--- src/pkg/ictm_map.vh ---
// cycle-cost constants for the instruction timing model
`ifndef ICTM_MAP_VH
`define ICTM_MAP_VH
`define ICTM_W           12
`define ICTM_MODE_IMM    4'h0
`define ICTM_MODE_ABS    4'h1
`define ICTM_MODE_EXT    4'h2
`define ICTM_MODE_MREL   4'h3
`define ICTM_MODE_REG    4'h4
`define ICTM_MODE_RREL   4'h5
`define ICTM_MODE_TOS    4'h6
`define ICTM_MODE_SIDX   4'h7
`define ICTM_ACC_READ    2'h0
`define ICTM_ACC_WRITE   2'h1
`define ICTM_ACC_RMW     2'h2
`define ICTM_LEN_BYTE    2'h0
`define ICTM_LEN_WORD    2'h1
`define ICTM_LEN_DWORD   2'h2
`define ICTM_SCL_BYTE    2'h0
`define ICTM_SCL_WORD    2'h1
`define ICTM_SCL_DWORD   2'h2
`define ICTM_SCL_QWORD   2'h3
`define ICTM_EA_IMM      12'h004
`define ICTM_EA_EXT      12'h00b
`define ICTM_EA_MREL     12'h007
`define ICTM_EA_REG      12'h002
`define ICTM_EA_RREL     12'h005
`define ICTM_EA_TOS_WR   12'h004
`define ICTM_EA_TOS_RD   12'h002
`define ICTM_EA_TOS_RMW  12'h003
`define ICTM_TI1_REG     12'h005
`define ICTM_TI1_TOS     12'h004
`define ICTM_TI2_BYTE    12'h005
`define ICTM_TI2_WORD    12'h007
`define ICTM_TI2_DWORD   12'h008
`define ICTM_TI2_QWORD   12'h00a
`define ICTM_BYTE_TRANSFER_COST_MEM    12'h003
`define ICTM_BUS_CYC     12'h004
`define ICTM_BUS_TRIM    12'h001
`define ICTM_LMUL_BYTE   12'h001
`define ICTM_LMUL_WORD   12'h002
`define ICTM_LMUL_DWORD  12'h004
`define ICTM_FFAC_STD    2'h1
`define ICTM_FFAC_LONG   2'h2
`define ICTM_FLUSH_ONE   12'h006
`define ICTM_FLUSH_MANY  12'h005
`define ICTM_MOVS_HIDE_BW 12'h00d
`define ICTM_MOVS_HIDE_D 12'h004
`define ICTM_TF          12'h004
`define ICTM_TI_SHORT    12'h002
`define ICTM_TI_LONG     12'h004
`define ICTM_FPU_EXTRA   12'h003
`define ICTM_FOP_MOVE    2'h1
`define ICTM_FOP_ADD     2'h2
`define ICTM_FOP_RSVD    2'h3
`endif

--- src/logic/ictm_ea_cost.v ---
// effective-address cost for one operand
`timescale 1ns/1ps
module ictm_ea_cost (
    input  wire [3:0]  i_mode,
    input  wire [3:0]  i_base_mode,
    input  wire [1:0]  i_scale,
    input  wire [1:0]  i_access,
    input  wire [11:0] i_dword_cost,
    output wire [11:0] o_address_calc_cost
);
`include "ictm_map.vh"
    function [11:0] plain_cost;
        input [3:0]  mode;
        input [1:0]  acc;
        input [11:0] td;
        begin
            if (mode == `ICTM_MODE_IMM || mode == `ICTM_MODE_ABS)
                plain_cost = `ICTM_EA_IMM;
            else if (mode == `ICTM_MODE_EXT)
                plain_cost = `ICTM_EA_EXT + {td[10:0], 1'b0};
            else if (mode == `ICTM_MODE_MREL)
                plain_cost = `ICTM_EA_MREL + td;
            else if (mode == `ICTM_MODE_REG)
                plain_cost = `ICTM_EA_REG;
            else if (mode == `ICTM_MODE_RREL)
                plain_cost = `ICTM_EA_RREL;
            else if (mode == `ICTM_MODE_TOS) begin
                if (acc == `ICTM_ACC_WRITE)
                    plain_cost = `ICTM_EA_TOS_WR;
                else if (acc == `ICTM_ACC_RMW)
                    plain_cost = `ICTM_EA_TOS_RMW;
                else
                    plain_cost = `ICTM_EA_TOS_RD;
            end else
                plain_cost = 12'h000;
        end
    endfunction
    reg [11:0] base_c;
    reg [11:0] idx_c;
    always @* begin
        if (i_base_mode == `ICTM_MODE_REG)
            base_c = `ICTM_TI1_REG;
        else if (i_base_mode == `ICTM_MODE_TOS)
            base_c = `ICTM_TI1_TOS;
        else
            base_c = plain_cost(i_base_mode, i_access, i_dword_cost);
        case (i_scale)
            `ICTM_SCL_BYTE:  idx_c = `ICTM_TI2_BYTE;
            `ICTM_SCL_WORD:  idx_c = `ICTM_TI2_WORD;
            `ICTM_SCL_DWORD: idx_c = `ICTM_TI2_DWORD;
            default:         idx_c = `ICTM_TI2_QWORD;
        endcase
    end
    assign o_address_calc_cost = (i_mode == `ICTM_MODE_SIDX) ? base_c + idx_c :
                                 plain_cost(i_mode, i_access, i_dword_cost);
endmodule

--- config.mk ---
export PLATFORM = sky130hd
export DESIGN_NAME = ictm_ea_cost
export DESIGN_NICKNAME = d
export VERILOG_FILES = /design/src/logic/ictm_ea_cost.v
export VERILOG_INCLUDE_DIRS = /design/src /design/src/pkg
export SDC_FILE = /design/constraint.sdc
export NUM_CORES = 1
export LEC_CHECK = 0
export ABC_AREA = 1
export ABC_CLOCK_PERIOD_IN_PS = 3650
export BUFFER_PORTS_ARGS = -buffer_cell sky130_fd_sc_hd__buf_2
export CAP_MARGIN = 20
export CORE_UTILIZATION = 40
export DETAILED_ROUTE_END_ITERATION = 10
export SLEW_MARGIN = 20
export SYNTH_ARGS = -nofsm -noshare
export SYNTH_HDL_FRONTEND = slang
export SYNTH_SLANG_ARGS = --single-unit
--- constraint.sdc ---
create_clock -name vclk -period 3.65
set_clock_uncertainty 0.1 [all_clocks]
set_input_delay 0.5475 -clock vclk [all_inputs]
set_output_delay 0.5475 -clock vclk [all_outputs]
set_load 0.05 [all_outputs]
==> summary.md, run 1 <==
| Metric | Value |
|---|---|
| Met3 track utilization from global routing | `0.362%` |
| Count of fill cells added during filler insertion | `381` |
| Floorplan die area | `0.00399 mm^2` |
| Netlist Area Pre-Place | `0.00150 mm^2` |
| All-Layer GR Usage | `19.2%` |
| Hold Buf Count CTS | `0` |
| Global routing met2 resource utilization | `36.3%` |
| Static power due to leakage | `0.950 nW` |
| Antenna Violating Nets Remaining | `0` |
| Number of nets at the end of the flow | `335` |
| Most Crowded Layer GR | `met2` |
| DRC marker count from the first detailed-route iteration | `73` |
| Classification of the worst-slack hold path | `in2out` |
| Count of final max-slew check failures | `0` |
| Core area | `0.00347 mm^2` |
| GRT Residual Overflow | `0` |
| Via count of the first global-routing pass | `1526` |
| Wire length of the first global-routing pass | `6370 um` |
| Largest stage delay on the critical path | `310 ps` |
| Layout clock buffer count | `0` |
| Setup Viol. Count Final | `0` |
| Setup TNS | `0 ps` |
| Unrepaired setup endpoints after global routing | `no` |
| Worst endpoint data arrival time | `2810 ps` |
| Pwr per Cell Area | `107 mW/mm^2` |
| CP Data Required Time | `3000 ps` |
| Critical setup path kind | `in2out` |
| Critical path, cell by cell | `buf_2 > nor2_8 > nand2_4 > xor2_1 > inv_1 > o22ai_1 > ha_1 > a21oi_1 > o21ai_2 > buf_4 > nand3_4 > nor2_4 > nor2_1 > a22o_1 > buf_2` |
| Pin count of the biggest net entering global routing | `15` |
| Achievable clock frequency | `289 MHz` |
| Floorplan row count | `21` |
| Critical-path maximum fanout | `9` |
| Portion of the post-synthesis area used by sequential elements | `0%` |
| Nets in the synthesized netlist | `295` |
| Shortest clock period the worst path allows after layout | `3460 ps` |
| HPWL reported at the end of detailed placement | `3250 um` |
| Cell with the largest stage delay on the worst path | `sky130_fd_sc_hd__ha_1` |
| Cell variety after synth | `37` |
| Fraction of met1 tracks used by global routing | `24.9%` |
| Slew headroom | `68.1%` |
| Ratio of final minimum period to clock period | `94.7%` |
| Top cell type by total area after synthesis | `sky130_fd_sc_hd__nand2_1` |
| Yosys warning count | `0` |
| Syn avg cell area | `5.67 um^2` |
| Critical path capture point type | `output port` |
| Initial Utilization | `43.2%` |
| Portion of synthesized cell area occupied by the leading cell type | `19.5%` |
| Routed via count | `1717` |
| Final hold violation count | `0` |
| Worst path bufs/invs | `4` |
| Dpl ws | `-12.4 ps` |
| Outcome | `finished, final reports clean` |
| Total of buffers placed on input and output ports | `36` |
| Vias per Instance | `4.93` |
| Number of max-capacitance violations reported | `0` |
| Signed area change from the synthesized netlist to the final layout | `22.4%` |
| Drt wl/cell | `10.8 um` |
| Width of the die | `63.2 um` |
| Weighted congestion reported at the end of routability-driven placement | `0.832` |
| Number of antenna repair diodes | `0` |
| Antenna violations before repair | `0` |
| Worst slew pin tran | `478 ps` |
| Post-synthesis cell count | `264` |
| Ratio of cells with drive above 1 in the final layout | `31.5%` |
| FF+latch count | `0` |
| Synth area leaders | `sky130_fd_sc_hd__nand2_1 (20%), sky130_fd_sc_hd__nand3_1 (10%), sky130_fd_sc_hd__inv_1 (9.0%)` |
| Worst Setup Start Kind | `input port` |
| Wire length reported by the detailed router | `3760 um` |
| Remaining DRCs | `0` |
| Crit-path leading delay family | `buffers and inverters` |
| First-pass iteration count of the detailed router | `4` |
| VDD IR-drop max | `0.0000555 V` |
| Storage cell area | `0 um^2` |
| Cell mode on critical path | `sky130_fd_sc_hd__buf_2` |
| Count of pins on the block boundary | `36` |
| Post-route worst setup slack | `195 ps` |
| Height of the die | `63.2 um` |
==> kinds of logic after synthesis <==
| logic type | after synthesis | synth area share (%) |
|---|---|---|
| AOI/OAI and AO/OA | 35 | 14.7 |
| xor gates and xnor gates | 7 | 4.09 |
| adders and majority gates | 7 | 6.35 |
| and+or+nand+nor | 168 | 62.2 |
| buffers and inverters | 47 | 12.6 |
==> cell usage after synthesis, types with 2 or more instances <==
master,n
sky130_fd_sc_hd__o21ai_1,3
sky130_fd_sc_hd__nor3_1,2
sky130_fd_sc_hd__inv_2,4
sky130_fd_sc_hd__nor2_8,5
sky130_fd_sc_hd__o2111ai_1,2
sky130_fd_sc_hd__nand3_2,6
sky130_fd_sc_hd__nand2_2,11
sky130_fd_sc_hd__o21ai_0,8
sky130_fd_sc_hd__nand2_4,4
sky130_fd_sc_hd__nor2_2,3
sky130_fd_sc_hd__nand2_1,78
sky130_fd_sc_hd__xor2_1,6
sky130_fd_sc_hd__nand4_1,8
sky130_fd_sc_hd__o22ai_1,4
sky130_fd_sc_hd__nor2_1,13
sky130_fd_sc_hd__nand3_1,31
sky130_fd_sc_hd__clkbuf_1,4
sky130_fd_sc_hd__nor2_4,5
sky130_fd_sc_hd__inv_1,36
sky130_fd_sc_hd__a21oi_1,9
sky130_fd_sc_hd__ha_1,6
==> final timing paths <==
path	from	endpoint	slack (ps)	cells after the start
min	i_mode[1]	o_address_calc_cost[2]	1410	3
max	i_dword_cost[2]	o_address_calc_cost[6]	190	15
==> layout make-up <==
type | count | area, um^2 | share of cell area [%]
well taps | 46 | 57.6 | 3.14
repair buffers | 45 | 275 | 15.0
multi-input cells | 217 | 1350 | 73.7
inverters | 40 | 150 | 8.19
==> where the power goes <==
part / switching (W) / internal (W) / leakage, nW
clock network: 0 / 0 / 0
logic: 0.000128 / 0.0000672 / 0.950
registers: 0 / 0 / 0
total: 0.000128 / 0.0000672 / 0.950
==> worst min-delay path: stages <==
cell                       delay, ps
sky130_fd_sc_hd__buf_2           110
sky130_fd_sc_hd__o211ai_1         90
sky130_fd_sc_hd__buf_2           210
==> metal layers <==
metal	vias up	routed length [um]	part of all wire [%]
li1	941	-	-
met1	740	1720	46
met2	34	1900	51
met3	2	105	2.8
met4	0	29	0.77
met5	-	0	0
==> timing repair <==
action,CTS,global route
pin swaps,0,2
setup endpoints to repair,1,6
setup buffers,0,1
cloned,0,0
gates resized for setup,1,17
==> per-stage QoR <==
| stage | cell area, um^2 | total power [W] | hold WS, ps | cells | utilization, % |
|---|---|---|---|---|---|
| after floorplan | 1510 | 0.000136 | 1390 | 264 | - |
| after global placement | 1770 | 0.000187 | 1410 | 347 | 51.0 |
| after detailed placement | 1770 | 0.000186 | 1410 | 347 | 51.0 |
| after CTS | 1770 | 0.000187 | 1410 | 347 | 51.0 |
| after global routing | 1830 | 0.000214 | 1420 | 348 | 52.8 |
| final | 1830 | 0.000195 | 1410 | 348 | 52.8 |
==> placed cells by master, fill, tap and decap left out, types with 2 or more instances in the layout <==
cell type / netlist / layout
sky130_fd_sc_hd__nor2_2: 3 / 3
sky130_fd_sc_hd__nor3_1: 2 / 2
sky130_fd_sc_hd__nand4_1: 8 / 8
sky130_fd_sc_hd__o21ai_1: 3 / 3
sky130_fd_sc_hd__nor2_1: 13 / 13
sky130_fd_sc_hd__nand2_4: 4 / 4
sky130_fd_sc_hd__clkbuf_4: 0 / 2
sky130_fd_sc_hd__nand2_1: 78 / 75
sky130_fd_sc_hd__o22ai_1: 4 / 3
sky130_fd_sc_hd__o21ai_0: 8 / 7
sky130_fd_sc_hd__inv_2: 4 / 4
sky130_fd_sc_hd__nand2_2: 11 / 14
sky130_fd_sc_hd__nand3_2: 6 / 6
sky130_fd_sc_hd__nand3_1: 31 / 31
sky130_fd_sc_hd__buf_2: 1 / 31
sky130_fd_sc_hd__buf_6: 1 / 2
sky130_fd_sc_hd__ha_1: 6 / 4
sky130_fd_sc_hd__inv_1: 36 / 36
sky130_fd_sc_hd__buf_4: 1 / 9
sky130_fd_sc_hd__xor2_1: 6 / 6
sky130_fd_sc_hd__a21oi_1: 9 / 9
sky130_fd_sc_hd__nor2_8: 5 / 5
sky130_fd_sc_hd__nor2_4: 5 / 5
No activity file was read; power rests on OpenSTA's default activity.
==> run 2, diff against run 1 <==
--- a/config.mk
+++ b/config.mk
@@ -6,13 +6,14 @@
 export SDC_FILE = /design/constraint.sdc
 export NUM_CORES = 1
 export LEC_CHECK = 0
-export ABC_AREA = 1
 export ABC_CLOCK_PERIOD_IN_PS = 3650
 export BUFFER_PORTS_ARGS = -buffer_cell sky130_fd_sc_hd__buf_2
 export CAP_MARGIN = 20
 export CORE_UTILIZATION = 40
 export DETAILED_ROUTE_END_ITERATION = 10
+export MAX_ROUTING_LAYER = met4
 export SLEW_MARGIN = 20
 export SYNTH_ARGS = -nofsm -noshare
 export SYNTH_HDL_FRONTEND = slang
 export SYNTH_SLANG_ARGS = --single-unit
+export TNS_END_PERCENT = 1
==> run 2 against run 1 <==
Via count shrank 0.64%. Non-clock buffer count up 14. Global-route usage increased by 5.0 points. Critical path depth shrank 2. Critical endpoint is now o_address_calc_cost[10]. Largest cell class unchanged.
==> summary.md, run 2 <==
| Metric | Value |
|---|---|
| Width of the die | `60.7 um` |
| Outcome | `finished, final reports clean` |
| Worst endpoint data arrival time | `2900 ps` |
| Achievable clock frequency | `282 MHz` |
| Clock power share | `0%` |
| Initial Utilization | `43.7%` |
| Core area | `0.00315 mm^2` |
| Critical-path maximum fanout | `3` |
| FF+latch count | `0` |
| Remaining DRCs | `0` |
| Pint | `0.0000850 W` |
| Signed area change from the synthesized netlist to the final layout | `32.6%` |
| Via count of the first global-routing pass | `1482` |
| Count leader, synth | `sky130_fd_sc_hd__nand2_1` |
| Critical setup path kind | `in2out` |
| Number of max-capacitance violations reported | `0` |
| Netlist Area Pre-Place | `0.00138 mm^2` |
| Largest stage delay on the critical path | `530 ps` |
| Antenna Violating Nets Remaining | `0` |
| Vias per Instance | `5.69` |
| DRC marker count from the first detailed-route iteration | `104` |
| Sequential share of power | `0%` |
| Count of final max-slew check failures | `0` |
| Syn avg cell area | `6.47 um^2` |
| HPWL reported at the end of detailed placement | `3250 um` |
| Cell with the largest stage delay on the worst path | `sky130_fd_sc_hd__or4b_4` |
| Number of antenna repair diodes | `0` |
| Worst Setup Start Kind | `input port` |
| Nets in the synthesized netlist | `244` |
| Floorplan row count | `20` |
| GRT Residual Overflow | `0` |
| Post-synthesis cell count | `213` |
| Portion of the post-synthesis area used by sequential elements | `0%` |
| Worst slew pin tran | `624 ps` |
| Commonest non-fill, non-tap cell in the layout | `sky130_fd_sc_hd__buf_2` |
| Routed via count | `1706` |
| Setup Viol. Count Final | `0` |
| Shortest clock period the worst path allows after layout | `3550 ps` |
| Most used cells in the layout excluding fill and tap cells | `sky130_fd_sc_hd__buf_2 (29), sky130_fd_sc_hd__buf_4 (26), sky130_fd_sc_hd__nand2_1 (19)` |
| Pin count of the biggest net entering global routing | `24` |
| Number of standard cells in the layout, taps in and fillers out | `300` |
| Storage cell area | `0 um^2` |
| Final hold violation count | `0` |
| Most instantiated cells after synthesis | `sky130_fd_sc_hd__nand2_1 (19), sky130_fd_sc_hd__nor2_1 (17), sky130_fd_sc_hd__xnor2_1 (16), sky130_fd_sc_hd__inv_1 (12), sky130_fd_sc_hd__o22ai_1 (12)` |
| Switching power of the nets | `0.000121 W` |
| Dpl ws | `-166 ps` |
| Ratio of cells with drive above 1 in the final layout | `32.0%` |
| Pwr per Cell Area | `113 mW/mm^2` |
| Cell variety after synth | `52` |
| Ratio of final minimum period to clock period | `97.3%` |
| All-Layer GR Usage | `24.2%` |
| Antenna violations before repair | `0` |
| Synth area leaders | `sky130_fd_sc_hd__xnor2_1 (10%), sky130_fd_sc_hd__xor2_1 (7.0%), sky130_fd_sc_hd__ha_1 (5.4%)` |
| Count of pins on the block boundary | `36` |
| Slew headroom | `58.2%` |
| Critical path capture point type | `output port` |
| Count of fill cells added during filler insertion | `342` |
| Static power due to leakage | `0.764 nW` |
| First-pass iteration count of the detailed router | `4` |
| CP Data Required Time | `3000 ps` |
| Post-route worst setup slack | `100 ps` |
| Combinational power share | `100.0%` |
| Wire length reported by the detailed router | `4250 um` |
| Top cell type by total area after synthesis | `sky130_fd_sc_hd__xnor2_1` |
| Weighted congestion reported at the end of routability-driven placement | `0.893` |
| Wire length of the first global-routing pass | `6730 um` |
| Portion of synthesized cell area occupied by the leading cell type | `10.2%` |
| Number of nets at the end of the flow | `289` |
| Floorplan die area | `0.00369 mm^2` |
| Layout clock buffer count | `0` |
| Drt wl/cell | `14.2 um` |
| Classification of the worst-slack hold path | `in2out` |
| Placed cells | `300` |
| Critical path, cell by cell | `buf_2 > or4b_4 > o22ai_2 > inv_1 > fa_2 > inv_1 > a21o_1 > a21oi_2 > a21oi_2 > nand4_1 > xor2_1 > o21ai_2 > buf_6` |
| VDD IR-drop max | `0.0000648 V` |
| Switching part of the total | `58.7%` |
| Yosys warning count | `0` |
| Pwr Total | `0.000206 W` |
| Unrepaired setup endpoints after global routing | `yes` |
| Height of the die | `60.7 um` |
| Total of buffers placed on input and output ports | `36` |
-- run 2: power by group through the flow --
stage | registers (W) | logic, W | clock network, W
after global placement | 0 | 0.000193 | 0
final | 0 | 0.000206 | 0
after floorplan | 0 | 0.000132 | 0
after CTS | 0 | 0.000197 | 0
after global routing | 0 | 0.000223 | 0
after detailed placement | 0 | 0.000193 | 0
-- run 2: timing repair --
action,CTS,global route
hold buffers,0,0
endpoints found under the hold margin,0,0
setup endpoints to repair,7,8
buffers inserted,0,0
resized for setup,10,14
pin swaps,0,3
gates cloned,0,0
-- run 2: critical path, delay by kind of cell --
| kind | cells | cell delay (ps) |
|---|---|---|
| buf+inv | 4 | 440 |
| compound gates | 5 | 660 |
| simple gates | 2 | 660 |
| xor+xnor | 1 | 190 |
| fa+ha+maj | 1 | 390 |
-- run 2: cell type report --
| type | instances | area [um^2] | share of cell area [%] |
|---|---|---|---|
| timing repair buffer | 59 | 385 | 21.1 |
| inverter | 12 | 45.0 | 2.46 |
| multi-input combinational | 185 | 1340 | 73.4 |
| tap | 44 | 55.1 | 3.01 |
-- run 2: final timing paths --
check	to	startpoint	slack (ps)	cells after the start
max	o_address_calc_cost[10]	i_base_mode[2]	100	13
min	o_address_calc_cost[2]	i_mode[3]	1380	3
-- run 2: logic make-up after synthesis --
group	synth area share [%]
simple gates	31.9
compound gates	30.2
buf+inv	8.71
xor+xnor	17.2
mux	5.08
fa+ha+maj	6.90
-- run 2: stage by stage --
stage | utilization (%) | cell area [um^2] | TNS [ps] | hold WS [ps]
6_report | 58.0 | 1830 | 0 | 1380
5_1_grt | 58.0 | 1830 | -42.2 | 1400
4_1_cts | 56.2 | 1770 | 0 | 1380
3_5_place_dp | 55.2 | 1740 | -695 | 1380
3_3_place_gp | 55.2 | 1740 | -377 | 1380
2_1_floorplan | - | 1410 | -1090 | 1100
-- run 2: layer usage --
metal  share of wire, %  wire length (um)  global-route usage, %  vias to the layer above
met5                  0                 0                      -                        -
met4               0.64                27                  0.649                        0
met3                6.3               266                      0                        6
met2                 44              1870                   39.2                       62
met1                 49              2080                   35.7                      776
li1                   -                 -                      -                      862
